**src/hdl/bgpio_pkg.sv**
```systemverilog
// Shared constants and types for the banked general-purpose pin port
package bgpio_pkg;

    // Pin and bank geometry
    localparam int NUM_PINS  = 111;
    localparam int BANK_W    = 16;
    localparam int NUM_BANKS = 7;
    localparam int BANK_SPAN = NUM_BANKS * BANK_W;  // 112, last pin slot unpopulated
    localparam int DED_PINS  = 8;

    // Word layout of the write port: one word covers two banks
    localparam int WORD_W    = 32;
    localparam int NUM_PAIRS = 4;
    localparam int PAD_W     = NUM_PAIRS * WORD_W;
    localparam int PAIR_W    = 2;
    localparam int WORD_LSB  = 5;                   // Log2 of the word width

    // Input synchroniser depth and least pin pulse, in clock periods
    localparam int SYNC_STAGES   = 2;
    localparam int MIN_PULSE_CLK = 2;
    localparam int ARM_W         = SYNC_STAGES + 1;

    // Reset values
    localparam logic [NUM_PINS-1:0] DIR_RST  = 111'h0;  // All pins start as inputs
    localparam logic [NUM_PINS-1:0] OUT_RST  = 111'h0;
    localparam logic [NUM_PINS-1:0] RISE_RST = 111'h0;
    localparam logic [NUM_PINS-1:0] FALL_RST = 111'h0;

    // Kinds of register write on the control port
    typedef enum logic [2:0] {
        WR_DIR      = 3'h0,
        WR_OUT      = 3'h1,
        WR_SET      = 3'h2,
        WR_CLR      = 3'h3,
        WR_RISE_SET = 3'h4,
        WR_RISE_CLR = 3'h5,
        WR_FALL_SET = 3'h6,
        WR_FALL_CLR = 3'h7
    } bgpio_wr_kind_t;

endpackage : bgpio_pkg

```
**src/hdl/bgpio_bank_if.sv**
```systemverilog
// Signals between the port core and one bank's edge detector
`timescale 1ns/100ps
`default_nettype none

interface bgpio_bank_if;
    import bgpio_pkg::*;
    logic [BANK_W-1:0] pin_raw;
    logic [BANK_W-1:0] rise_en;
    logic [BANK_W-1:0] fall_en;
    logic [BANK_W-1:0] level;
    logic [BANK_W-1:0] hit;

    modport ctrl (output pin_raw, output rise_en, output fall_en, input level, input hit);
    modport det  (input pin_raw, input rise_en, input fall_en, output level, output hit);
endinterface : bgpio_bank_if

`default_nettype wire

```
**src/hdl/bgpio_top.sv**
```systemverilog
// Banked general-purpose pin port with edge interrupts and DMA events
//
// Contract
// - Each pin is individually an input or an output.
// - An output pin drives its bit of the software-written output register.
// - An input pin's level is readable in the input register.
// - Pins group into banks of sixteen consecutive pins, bank zero pins 0-15.
// - 111 pins, numbered 0 to 110, in seven banks; the last is partial.
// - Pins 0 to 7 each have their own interrupt line.
// - Each of seven banks has one combined interrupt, raised by any enabled pin edge.
// - Each pin selects rising, falling or both edges independently.
// - Pins 0 to 7 each have their own DMA event line.
// - Each of seven banks has one combined DMA event output.
// - Ones written to set drive outputs high, to clear drive them low.
// - Input and output state are kept in separate registers.
// - A whole-word write replaces all output levels in that word.
// - Reading outputs returns commanded levels, not pin levels.
// - Input register shows the real pin level, also for output pins.
// - Each 32-bit word covers two adjacent banks, pins 0-31 and onward.
// - A per-bank enable gates that bank's interrupts and events.
`timescale 1ns/100ps
`default_nettype none

module bgpio_top
    import bgpio_pkg::*;
(
    // Clock, reset, enable
    input  wire logic                  i_clk_sys,
    input  wire logic                  i_rst,
    input  wire logic                  i_ce,
    // Pins
    input  wire logic [NUM_PINS-1:0]   i_pin_in,
    output logic      [NUM_PINS-1:0]   o_pin_out,
    output logic      [NUM_PINS-1:0]   o_pin_oe,
    // Register write port
    input  wire logic                  i_wr_en,
    input  wire bgpio_wr_kind_t        i_wr_kind,
    input  wire logic [PAIR_W-1:0]     i_wr_pair,
    input  wire logic [WORD_W-1:0]     i_wr_data,
    // Per-bank gate for interrupts and events
    input  wire logic [NUM_BANKS-1:0]  i_bank_irq_enable,
    // Register read-back
    output logic      [NUM_PINS-1:0]   o_dir,
    output logic      [NUM_PINS-1:0]   o_out_data,
    output logic      [NUM_PINS-1:0]   o_in_data,
    output logic      [NUM_PINS-1:0]   o_rise_en,
    output logic      [NUM_PINS-1:0]   o_fall_en,
    // Interrupts and DMA events
    output logic      [DED_PINS-1:0]   o_pin_irq,
    output logic      [NUM_BANKS-1:0]  o_bank_irq,
    output logic      [DED_PINS-1:0]   o_pin_evt,
    output logic      [NUM_BANKS-1:0]  o_bank_evt
);

    // All registered state of the port in one word; every output is a field
    // Direction bit high means the port drives the pin; reset leaves all inputs
    // Edge hits are pulses only; no sticky status, so no set-versus-clear race
    // A pin already high at reset release stays quiet: the detectors arm late
    typedef struct packed {
        logic [NUM_PINS-1:0]  dir;
        logic [NUM_PINS-1:0]  out;
        logic [NUM_PINS-1:0]  rise;
        logic [NUM_PINS-1:0]  fall;
        logic [NUM_PINS-1:0]  in_data;
        logic [DED_PINS-1:0]  pin_irq;
        logic [NUM_BANKS-1:0] bank_irq;
        logic [DED_PINS-1:0]  pin_evt;
        logic [NUM_BANKS-1:0] bank_evt;
    } bgpio_state_t;

    bgpio_state_t           state_r;
    bgpio_state_t           state_nxt;

    // Bank-aligned copies, padded up to whole banks
    logic [BANK_SPAN-1:0]   pin_pad;
    logic [BANK_SPAN-1:0]   rise_pad;
    logic [BANK_SPAN-1:0]   fall_pad;
    logic [BANK_SPAN-1:0]   level_all;
    logic [BANK_SPAN-1:0]   hit_all;

    // Write word placed in the selected one of the four word slots, then trimmed to the pins
    logic [PAD_W-1:0]       wmask_pad;
    logic [PAD_W-1:0]       wdata_pad;
    logic [NUM_PINS-1:0]    wmask;
    logic [NUM_PINS-1:0]    wdata;

    // Bank hits after the per-bank gate
    logic [NUM_BANKS-1:0]   bank_hit;

    ////////////////////////////////////////////////////////////////////////////
    // Unpopulated top slot of the last bank is tied low, never triggers
    assign pin_pad  = {1'b0, i_pin_in};
    // Its edge selects are tied low as well, so no stray hit can appear
    assign rise_pad = {1'b0, state_r.rise};
    assign fall_pad = {1'b0, state_r.fall};

    // One detector per sixteen-pin bank
    // The gate sits before the event flops, so a bank disabled in the edge's
    // cycle loses that edge for good; enabling it later raises nothing late
    for (genvar g = 0; g < NUM_BANKS; g++) begin : g_bank
        bgpio_bank_if bif ();

        assign bif.pin_raw = pin_pad[g*BANK_W +: BANK_W];
        assign bif.rise_en = rise_pad[g*BANK_W +: BANK_W];
        assign bif.fall_en = fall_pad[g*BANK_W +: BANK_W];
        assign level_all[g*BANK_W +: BANK_W] = bif.level;
        assign hit_all[g*BANK_W +: BANK_W]   = bif.hit;
        assign bank_hit[g] = (|bif.hit) & i_bank_irq_enable[g];

        bgpio_edge_det u_det (
            .i_clk_sys (i_clk_sys),
            .i_rst     (i_rst),
            .i_ce      (i_ce),
            .bank      (bif.det)
        );
    end

    ////////////////////////////////////////////////////////////////////////////
    // Selected word lands on two adjacent banks; bits above pin 110 drop
    // Word slot three covers only pins 96 to 110, so its top bits fall off
    always_comb begin
        wmask_pad = '0;
        wdata_pad = '0;
        wmask_pad[{i_wr_pair, {WORD_LSB{1'b0}}} +: WORD_W] = {WORD_W{1'b1}};
        wdata_pad[{i_wr_pair, {WORD_LSB{1'b0}}} +: WORD_W] = i_wr_data;
    end

    // Mask and data trimmed to the populated pins
    assign wmask = wmask_pad[NUM_PINS-1:0];
    assign wdata = wdata_pad[NUM_PINS-1:0] & wmask;

    ////////////////////////////////////////////////////////////////////////////
    // Next state: register writes, input capture, event pulses
    // Set and clear touch only the one-bits of the word, so two software
    // tasks can move different pins without a read-modify-write
    // A write while the clock enable is low is dropped without notice
    always_comb begin
        state_nxt = state_r;
        if (i_ce) begin
            if (i_wr_en) begin
                // One register touched per write, picked by the kind
                case (i_wr_kind)
                    WR_DIR: begin
                        state_nxt.dir = (state_r.dir & ~wmask) | wdata;
                    end
                    WR_OUT: begin
                        state_nxt.out = (state_r.out & ~wmask) | wdata;
                    end
                    WR_SET: begin
                        state_nxt.out = state_r.out | wdata;
                    end
                    WR_CLR: begin
                        state_nxt.out = state_r.out & ~wdata;
                    end
                    WR_RISE_SET: begin
                        state_nxt.rise = state_r.rise | wdata;
                    end
                    WR_RISE_CLR: begin
                        state_nxt.rise = state_r.rise & ~wdata;
                    end
                    WR_FALL_SET: begin
                        state_nxt.fall = state_r.fall | wdata;
                    end
                    WR_FALL_CLR: begin
                        state_nxt.fall = state_r.fall & ~wdata;
                    end
                    default: begin
                        state_nxt.dir = state_r.dir;
                    end
                endcase
            end
            // Synchronised pin level, whatever the direction
            // The detector's second flop feeds this, the input word is a third
            state_nxt.in_data  = level_all[NUM_PINS-1:0];
            // Dedicated lines share bank zero's gate
            state_nxt.pin_irq  = hit_all[DED_PINS-1:0]
                               & {DED_PINS{i_bank_irq_enable[0]}};
            state_nxt.pin_evt  = hit_all[DED_PINS-1:0]
                               & {DED_PINS{i_bank_irq_enable[0]}};
            // Bank lines OR every hit of the bank behind its gate
            state_nxt.bank_irq = bank_hit;
            state_nxt.bank_evt = bank_hit;
        end
    end

    // Synchronous reset overrides the clock enable, so a frozen port
    // still leaves reset in a known state
    always_ff @(posedge i_clk_sys) begin
        if (i_rst) begin
            state_r          <= '0;
            state_r.dir      <= DIR_RST;
            state_r.out      <= OUT_RST;
            state_r.rise     <= RISE_RST;
            state_r.fall     <= FALL_RST;
        end else begin
            state_r <= state_nxt;
        end
    end

    ////////////////////////////////////////////////////////////////////////////
    // Outputs straight from the state flops; output and input kept apart
    assign o_pin_out  = state_r.out;
    assign o_pin_oe   = state_r.dir;

    // Read-back: the output word shows what is commanded, the input word what
    // the pin really does, so wired logic on shared lines can be told apart
    assign o_dir      = state_r.dir;
    assign o_out_data = state_r.out;
    assign o_in_data  = state_r.in_data;
    assign o_rise_en  = state_r.rise;
    assign o_fall_en  = state_r.fall;

    // Interrupt and event lines carry the same pulse on separate wires
    assign o_pin_irq  = state_r.pin_irq;
    assign o_bank_irq = state_r.bank_irq;
    assign o_pin_evt  = state_r.pin_evt;
    assign o_bank_evt = state_r.bank_evt;

endmodule : bgpio_top

`default_nettype wire

```
**src/hdl/bgpio_edge_det.sv**
```systemverilog
// One bank of pin synchronisers and edge detectors
`timescale 1ns/100ps
`default_nettype none

module bgpio_edge_det
    import bgpio_pkg::*;
(
    // Clock, reset, enable
    input  wire logic   i_clk_sys,
    input  wire logic   i_rst,
    input  wire logic   i_ce,
    // Bank signals
    bgpio_bank_if.det   bank
);

    typedef struct packed {
        logic [BANK_W-1:0] sync1;
        logic [BANK_W-1:0] sync2;
        logic [BANK_W-1:0] prev;
        logic [ARM_W-1:0]  arm;
    } bgpio_det_state_t;

    bgpio_det_state_t state_r;
    bgpio_det_state_t state_nxt;

    ////////////////////////////////////////////////////////////////////////////
    // Next state: two-flop synchroniser, then one delayed copy for edges
    always_comb begin
        state_nxt = state_r;
        if (i_ce) begin
            state_nxt.sync1 = bank.pin_raw;
            state_nxt.sync2 = state_r.sync1;
            state_nxt.prev  = state_r.sync2;
            state_nxt.arm   = {state_r.arm[ARM_W-2:0], 1'b1};
        end
    end

    always_ff @(posedge i_clk_sys) begin
        if (i_rst) begin
            state_r <= '0;
        end else begin
            state_r <= state_nxt;
        end
    end

    ////////////////////////////////////////////////////////////////////////////
    // Edge hits; armed only once prev holds a real sample, so a pin high
    // at reset release does not look like a rising edge
    assign bank.level = state_r.sync2;
    assign bank.hit   = {BANK_W{state_r.arm[ARM_W-1]}}
                      & ((state_r.sync2 & ~state_r.prev & bank.rise_en)
                      |  (~state_r.sync2 & state_r.prev & bank.fall_en));

endmodule : bgpio_edge_det

`default_nettype wire

```
**config.mk**
```make
export PLATFORM = sky130hd
export DESIGN_NAME = bgpio_top
export DESIGN_NICKNAME = d
export VERILOG_FILES = /design/src/hdl/bgpio_pkg.sv /design/src/hdl/bgpio_bank_if.sv /design/src/hdl/bgpio_top.sv /design/src/hdl/bgpio_edge_det.sv
export SDC_FILE = /design/constraint.sdc
export NUM_CORES = 2
export LEC_CHECK = 0
export BUFFER_PORTS_ARGS = -buffer_cell sky130_fd_sc_hd__buf_4
export CAP_MARGIN = 25
export CORE_AREA = 4 4 370 372
export DETAILED_ROUTE_END_ITERATION = 8
export DIE_AREA = 0 0 374 376
export GPL_TIMING_DRIVEN = 0
export SLEW_MARGIN = 20
export SYNTH_ARGS = -nofsm -noshare
export SYNTH_HDL_FRONTEND = slang
export SYNTH_SLANG_ARGS = --single-unit
```
**constraint.sdc**
```tcl
create_clock -name i_clk_sys -period 4.36 [get_ports i_clk_sys]
set_clock_uncertainty 0.2 [all_clocks]
set_input_delay 0 -clock i_clk_sys [delete_from_list [all_inputs] [get_ports i_clk_sys]]
set_output_delay 0 -clock i_clk_sys [all_outputs]
set_load 0.05 [all_outputs]
```
* After elaboration in Yosys (flattened, before gate mapping)
Index checks and enable logic that the tools add are counted.
Word-level totals: bits in registers 924, input bits 159, output and inout port bits 807, logic and storage cells 143
Operators by class: $add $sub $neg 1, muxes and demuxes 3, bitwise gates (word level) 79, equal/unequal tests 7, reductions and logical operators 15, shifts and indexed selects 3
Operators with widths (count):
- $and 111x111->111 | 8
- $or 111x111->111 | 5
- $and 16x16->16 | 31
- $pmux 111 s2 | 2
- $pmux 111 s3 | 1
- $not 111->111 | 2
- $not 16->16 | 12
- $or 16x16->16 | 7
- $reduce_or 16->1 | 7
- $shift 32x9->111 const A | 1
- $shiftx 32x9->111 | 1
- $shiftx 32x9->111 const A | 1
- $and 16x15->16 | 3
- $not 15->16 | 2
- $and 15x16->16 | 1
- $eq 3x3->1 const B | 4
- $reduce_and 3->1 | 4
- $neg 7->9 | 1
- $and 8x8->8 | 1
- $and 1x1->1 | 7
- $eq 3x2->1 const B | 2
- $reduce_bool 2->1 | 2
- $eq 3x1->1 const B | 1
- $logic_not 3->1 | 1
- $reduce_bool 3->1 | 1

* Depth between registers and ports, before layout
word-level depth 7, depth in mapped cells 10, depth with buffers taken out 8

* Cells and area by module
Synthesis repeated with hierarchy kept, for this count alone.
Second synthesis, totals: cells, all modules 4508, area, all modules 43583.0 µm²
By module, submodules not included:
- bgpio_top | cells an instance 2877, area an instance 27248.6 µm², seq. area each 11410.9 µm², instances 1
- bgpio_edge_det | cells an instance 233, area an instance 2333.5 µm², seq. area each 1021.0 µm², instances 7

* Worst setup path after synthesis
Ideal clock, no wire load.
path kind input to register, start point in i_wr_pair[0], end point reg with a tool-made name, arrival 1.674 ns, required time 4.069 ns, setup slack 2.395 ns, cell stages on the path 8, cell sequence inv_1 > ha_1 > nor3b_2 > buf_6 > and3_1 > buf_4 > a21oi_1 > a311oi_1
RTL lines:
- start, declared | line bgpio_top.sv:38 | input wire logic [PAIR_W-1:0] i_wr_pair,

==> results.ini <==
[synthesis]
synthDistinctLibCells = 49
synth_top_cell_area_share_pct = 45.44
netlist_area_um2 = 35020
yosysTopAreaCell = dfxtp_1
syn_avg_cell_area_um2 = 8.699
synth_nets = 4190
synth-seq-cells = 795
syn_inst = 4026
netlist_top_cells_area = dfxtp_1, mux2i_1, buf_4
ys_seq_area_share_pct = 45.44
yosysWarnings = 0

[run_status]
status = finished clean

[worst_setup_path]
crit_arrival_ns = 3.62
critPathMaxFanout = 10
regToRegSetupSlack_ns = 1.40
crit_slowest_cell = nor3b_2
rr_worst_depth = 6
critPathLaunchType = primary input
critical_path.max_stage_delay_ns = 0.79
cp_top_family = buffers and inverters
path_buf_inv = 6
r2r_start = g_bank[6].u_det.state_r[2]
end_kind = flip-flop
crit_type = in -> reg
required_ns = 4.80
cp_common_cell = dlygate4sd3_1
crit_chain = dlygate4sd3_1 > buf_4 > inv_1 > ha_1 > nor3b_2 > buf_6 > clkbuf_1 > nand3_1 > dlygate4sd3_1 > a21oi_1
reg2reg_to = o_bank_evt[6]

[final_layout]
finalCoreUtilization_pct = 38.11
drive_gt1_share_pct = 30.85
fin_nets = 5534
area_growth_pct = 45.06

[grt]
grt_max_degree = 14
grt_overflow_total = 0
grt_util_all_layers_pct = 29.12
antenna_found_initial = 29
grt_pass1_vias = 34750
grt_pass1_wl_um = 288100

[timing]
max-slew-margin-rel_pct = 29.04
setup_ws_ns = 1.177
max_freq_mhz = 314.2
final.min_clock_period_ns = 3.183
slew_violations = 0
finalSetupViolCount = 0
finalCritPeriodShare_pct = 73.00
tightest_slew_ns = 1.064
fin_hold_ws_ns = 0.06391
finalSetupTns_ns = 0
grt_setup_unrepaired = false
hold_violations = 0

[clock_network]
insertion_delay_ns = 0.72
cts_buffers = 95
ctsRootBufferMaster = clkbuf_16
cts_setup_buffers = 0
clk_path_buf_depth = 3
cts_tree = done
cts.htree.levels = 3
cts.clk_slew.worst_paths_ns = 0.06
cts_sinks = 795

[power]
clock_power_share_pct = 47.6
cellPowerDensity_nw_per_um2 = 343.2
p_sw_share_pct = 26.77
power.share.sequential_pct = 43.1
p_leak_nw = 22.37
peakVddDrop_mv = 0.2689
pwr-share-comb_pct = 9.3
power.internal_mw = 12.77
p_total_mw = 17.43
switchingPower_mw = 4.667

[placement]
gp_congestion = 0.9154
dp_hpwl_um = 170800
pre_cts_slack_ns = 1.455
port_buffers = 949

[die]
core-area_um2 = 133300
die_w_um = 374
die_height_um = 376
dieArea_um2 = 140600
rows = 134
pin_count = 966
start_util_pct = 26.27

[detailed_routing]
vias = 36660
wl_um = 216400
vias_per_cell = 5.066
drt-initial-drc-count = 3450
wl_per_cell_um = 29.91
ant_nets = 0
first_pass_iters = 6
drc_errors = 0

[worst_hold_path]
min_path_type = in -> reg
min_from = i_wr_data[27]
hold_path_depth = 4

[job]
max_cap_viol_count = 0

[Yosys cell counts, drive strengths merged]
| cell type | instances |
|---|---|
| nor2 | 470 |
| o2111ai | 4 |
| mux2i | 366 |
| o21ai | 130 |
| nand4 | 5 |
| o21a | 1 |
| nor3b | 3 |
| o32ai | 1 |
| inv | 6 |
| and3 | 77 |
| a221oi | 1 |
| and4b | 1 |
| o22ai | 69 |
| or4 | 1 |
| dfxtp | 795 |
| nor3 | 33 |
| a211oi | 11 |
| a21oi | 403 |
| o22a | 1 |
| and4 | 32 |
| and2 | 14 |
| nor4 | 24 |
| o211ai | 1 |
| clkbuf | 227 |
| nand2b | 1 |
| a22oi | 23 |
| nor2b | 1 |
| nand3b | 42 |
| and3b | 2 |
| a31oi | 36 |
| ha | 5 |
| nand3 | 181 |
| nand2 | 367 |
| nand4b | 17 |
| a311oi | 147 |
| buf | 528 |
[worst reg2reg max path, stage by stage, from the launching register on]
cell	delay (ns)
dfxtp_1	0.62
clkbuf_2	0.49
buf_16	0.22
nand4b_1	0.11
dlygate4sd3_1	0.60
o32ai_1	0.10
dlygate4sd3_1	0.58
[cells by family (layout without fill, tap and decap cells)]
family          count (synthesis)  in the layout  synth area share (%)
buf+inv                       761           2181                 13.12
simple gates                 1271           1271                 16.68
mux                           366            366                 10.46
compound gates                828            828                 14.12
other cells                     0             22                     0
flops                         795            795                 45.44
fa+ha+maj                       5              5                0.1786
[metrics by stage]
stage	std cells	area, um^2
6_report	7236	50800
5_1_grt	7219	50760
4_1_cts	7214	50750
3_5_place_dp	6758	44680
3_3_place_gp	6743	44360
2_1_floorplan	4026	35020
[cell type report]
type	instances	area, um^2
Antenna cell	22	55.05
Buffer	755	4613
Multi-Input combinational cell	2470	14510
Tap cell	1768	2212
Timing Repair Buffer	1247	10230
Clock buffer	136	2804
Sequential cell	795	15920
Fill cell	13610	82490
Inverter	6	22.52
Clock inverter	37	431.7
[worst max-delay path by stage]
stage                     cells after the start       endpoint    startpoint  slack, ns
after floorplan                               8      flip-flop  i_wr_pair[0]       2.40
after global placement                        5  o_bank_evt[1]          i_ce       0.68
after detailed placement                      5      flip-flop         i_rst       1.45
after CTS                                    10      flip-flop  i_wr_pair[0]       1.24
after global routing                         10      flip-flop  i_wr_pair[0]       1.09
final                                        10      flip-flop  i_wr_pair[0]       1.18
[routing by layer]
metal  vias to the layer above  track usage, %  routed length (um)
li1                      16440               -                   -
met1                     17870           35.51               87310
met2                      1904           47.82               99180
met3                       432           8.712               18590
met4                        18           12.10               11230
met5                         -               0                 102
[cell usage in the layout (no fill, tap or decap), types with 89 or more instances in the layout]
cell type,count
a21oi_1,403
a311oi_1,147
buf_2,89
buf_4,1370
clkbuf_1,209
clkbuf_16,97
dfxtp_1,795
dlygate4sd3_1,283
mux2i_1,366
nand2_1,366
nand3_1,181
nor2_1,468
o21ai_0,128
[timing repair]
item	in CTS	in global routing
endpoints found under the hold margin	514	0
resized for setup	0	0
hold buffers	283	0
[power by group through the flow]
stage	Combinational [mW]	Sequential, mW	Clock (mW)
after floorplan	0.704	7.63	0
after global placement	1.37	7.66	0
after detailed placement	1.41	7.67	0
after CTS	1.62	7.51	8.37
after global routing	1.70	7.52	8.65
final	1.63	7.51	8.29
Note: power is estimated with default switching activity, not from simulation.
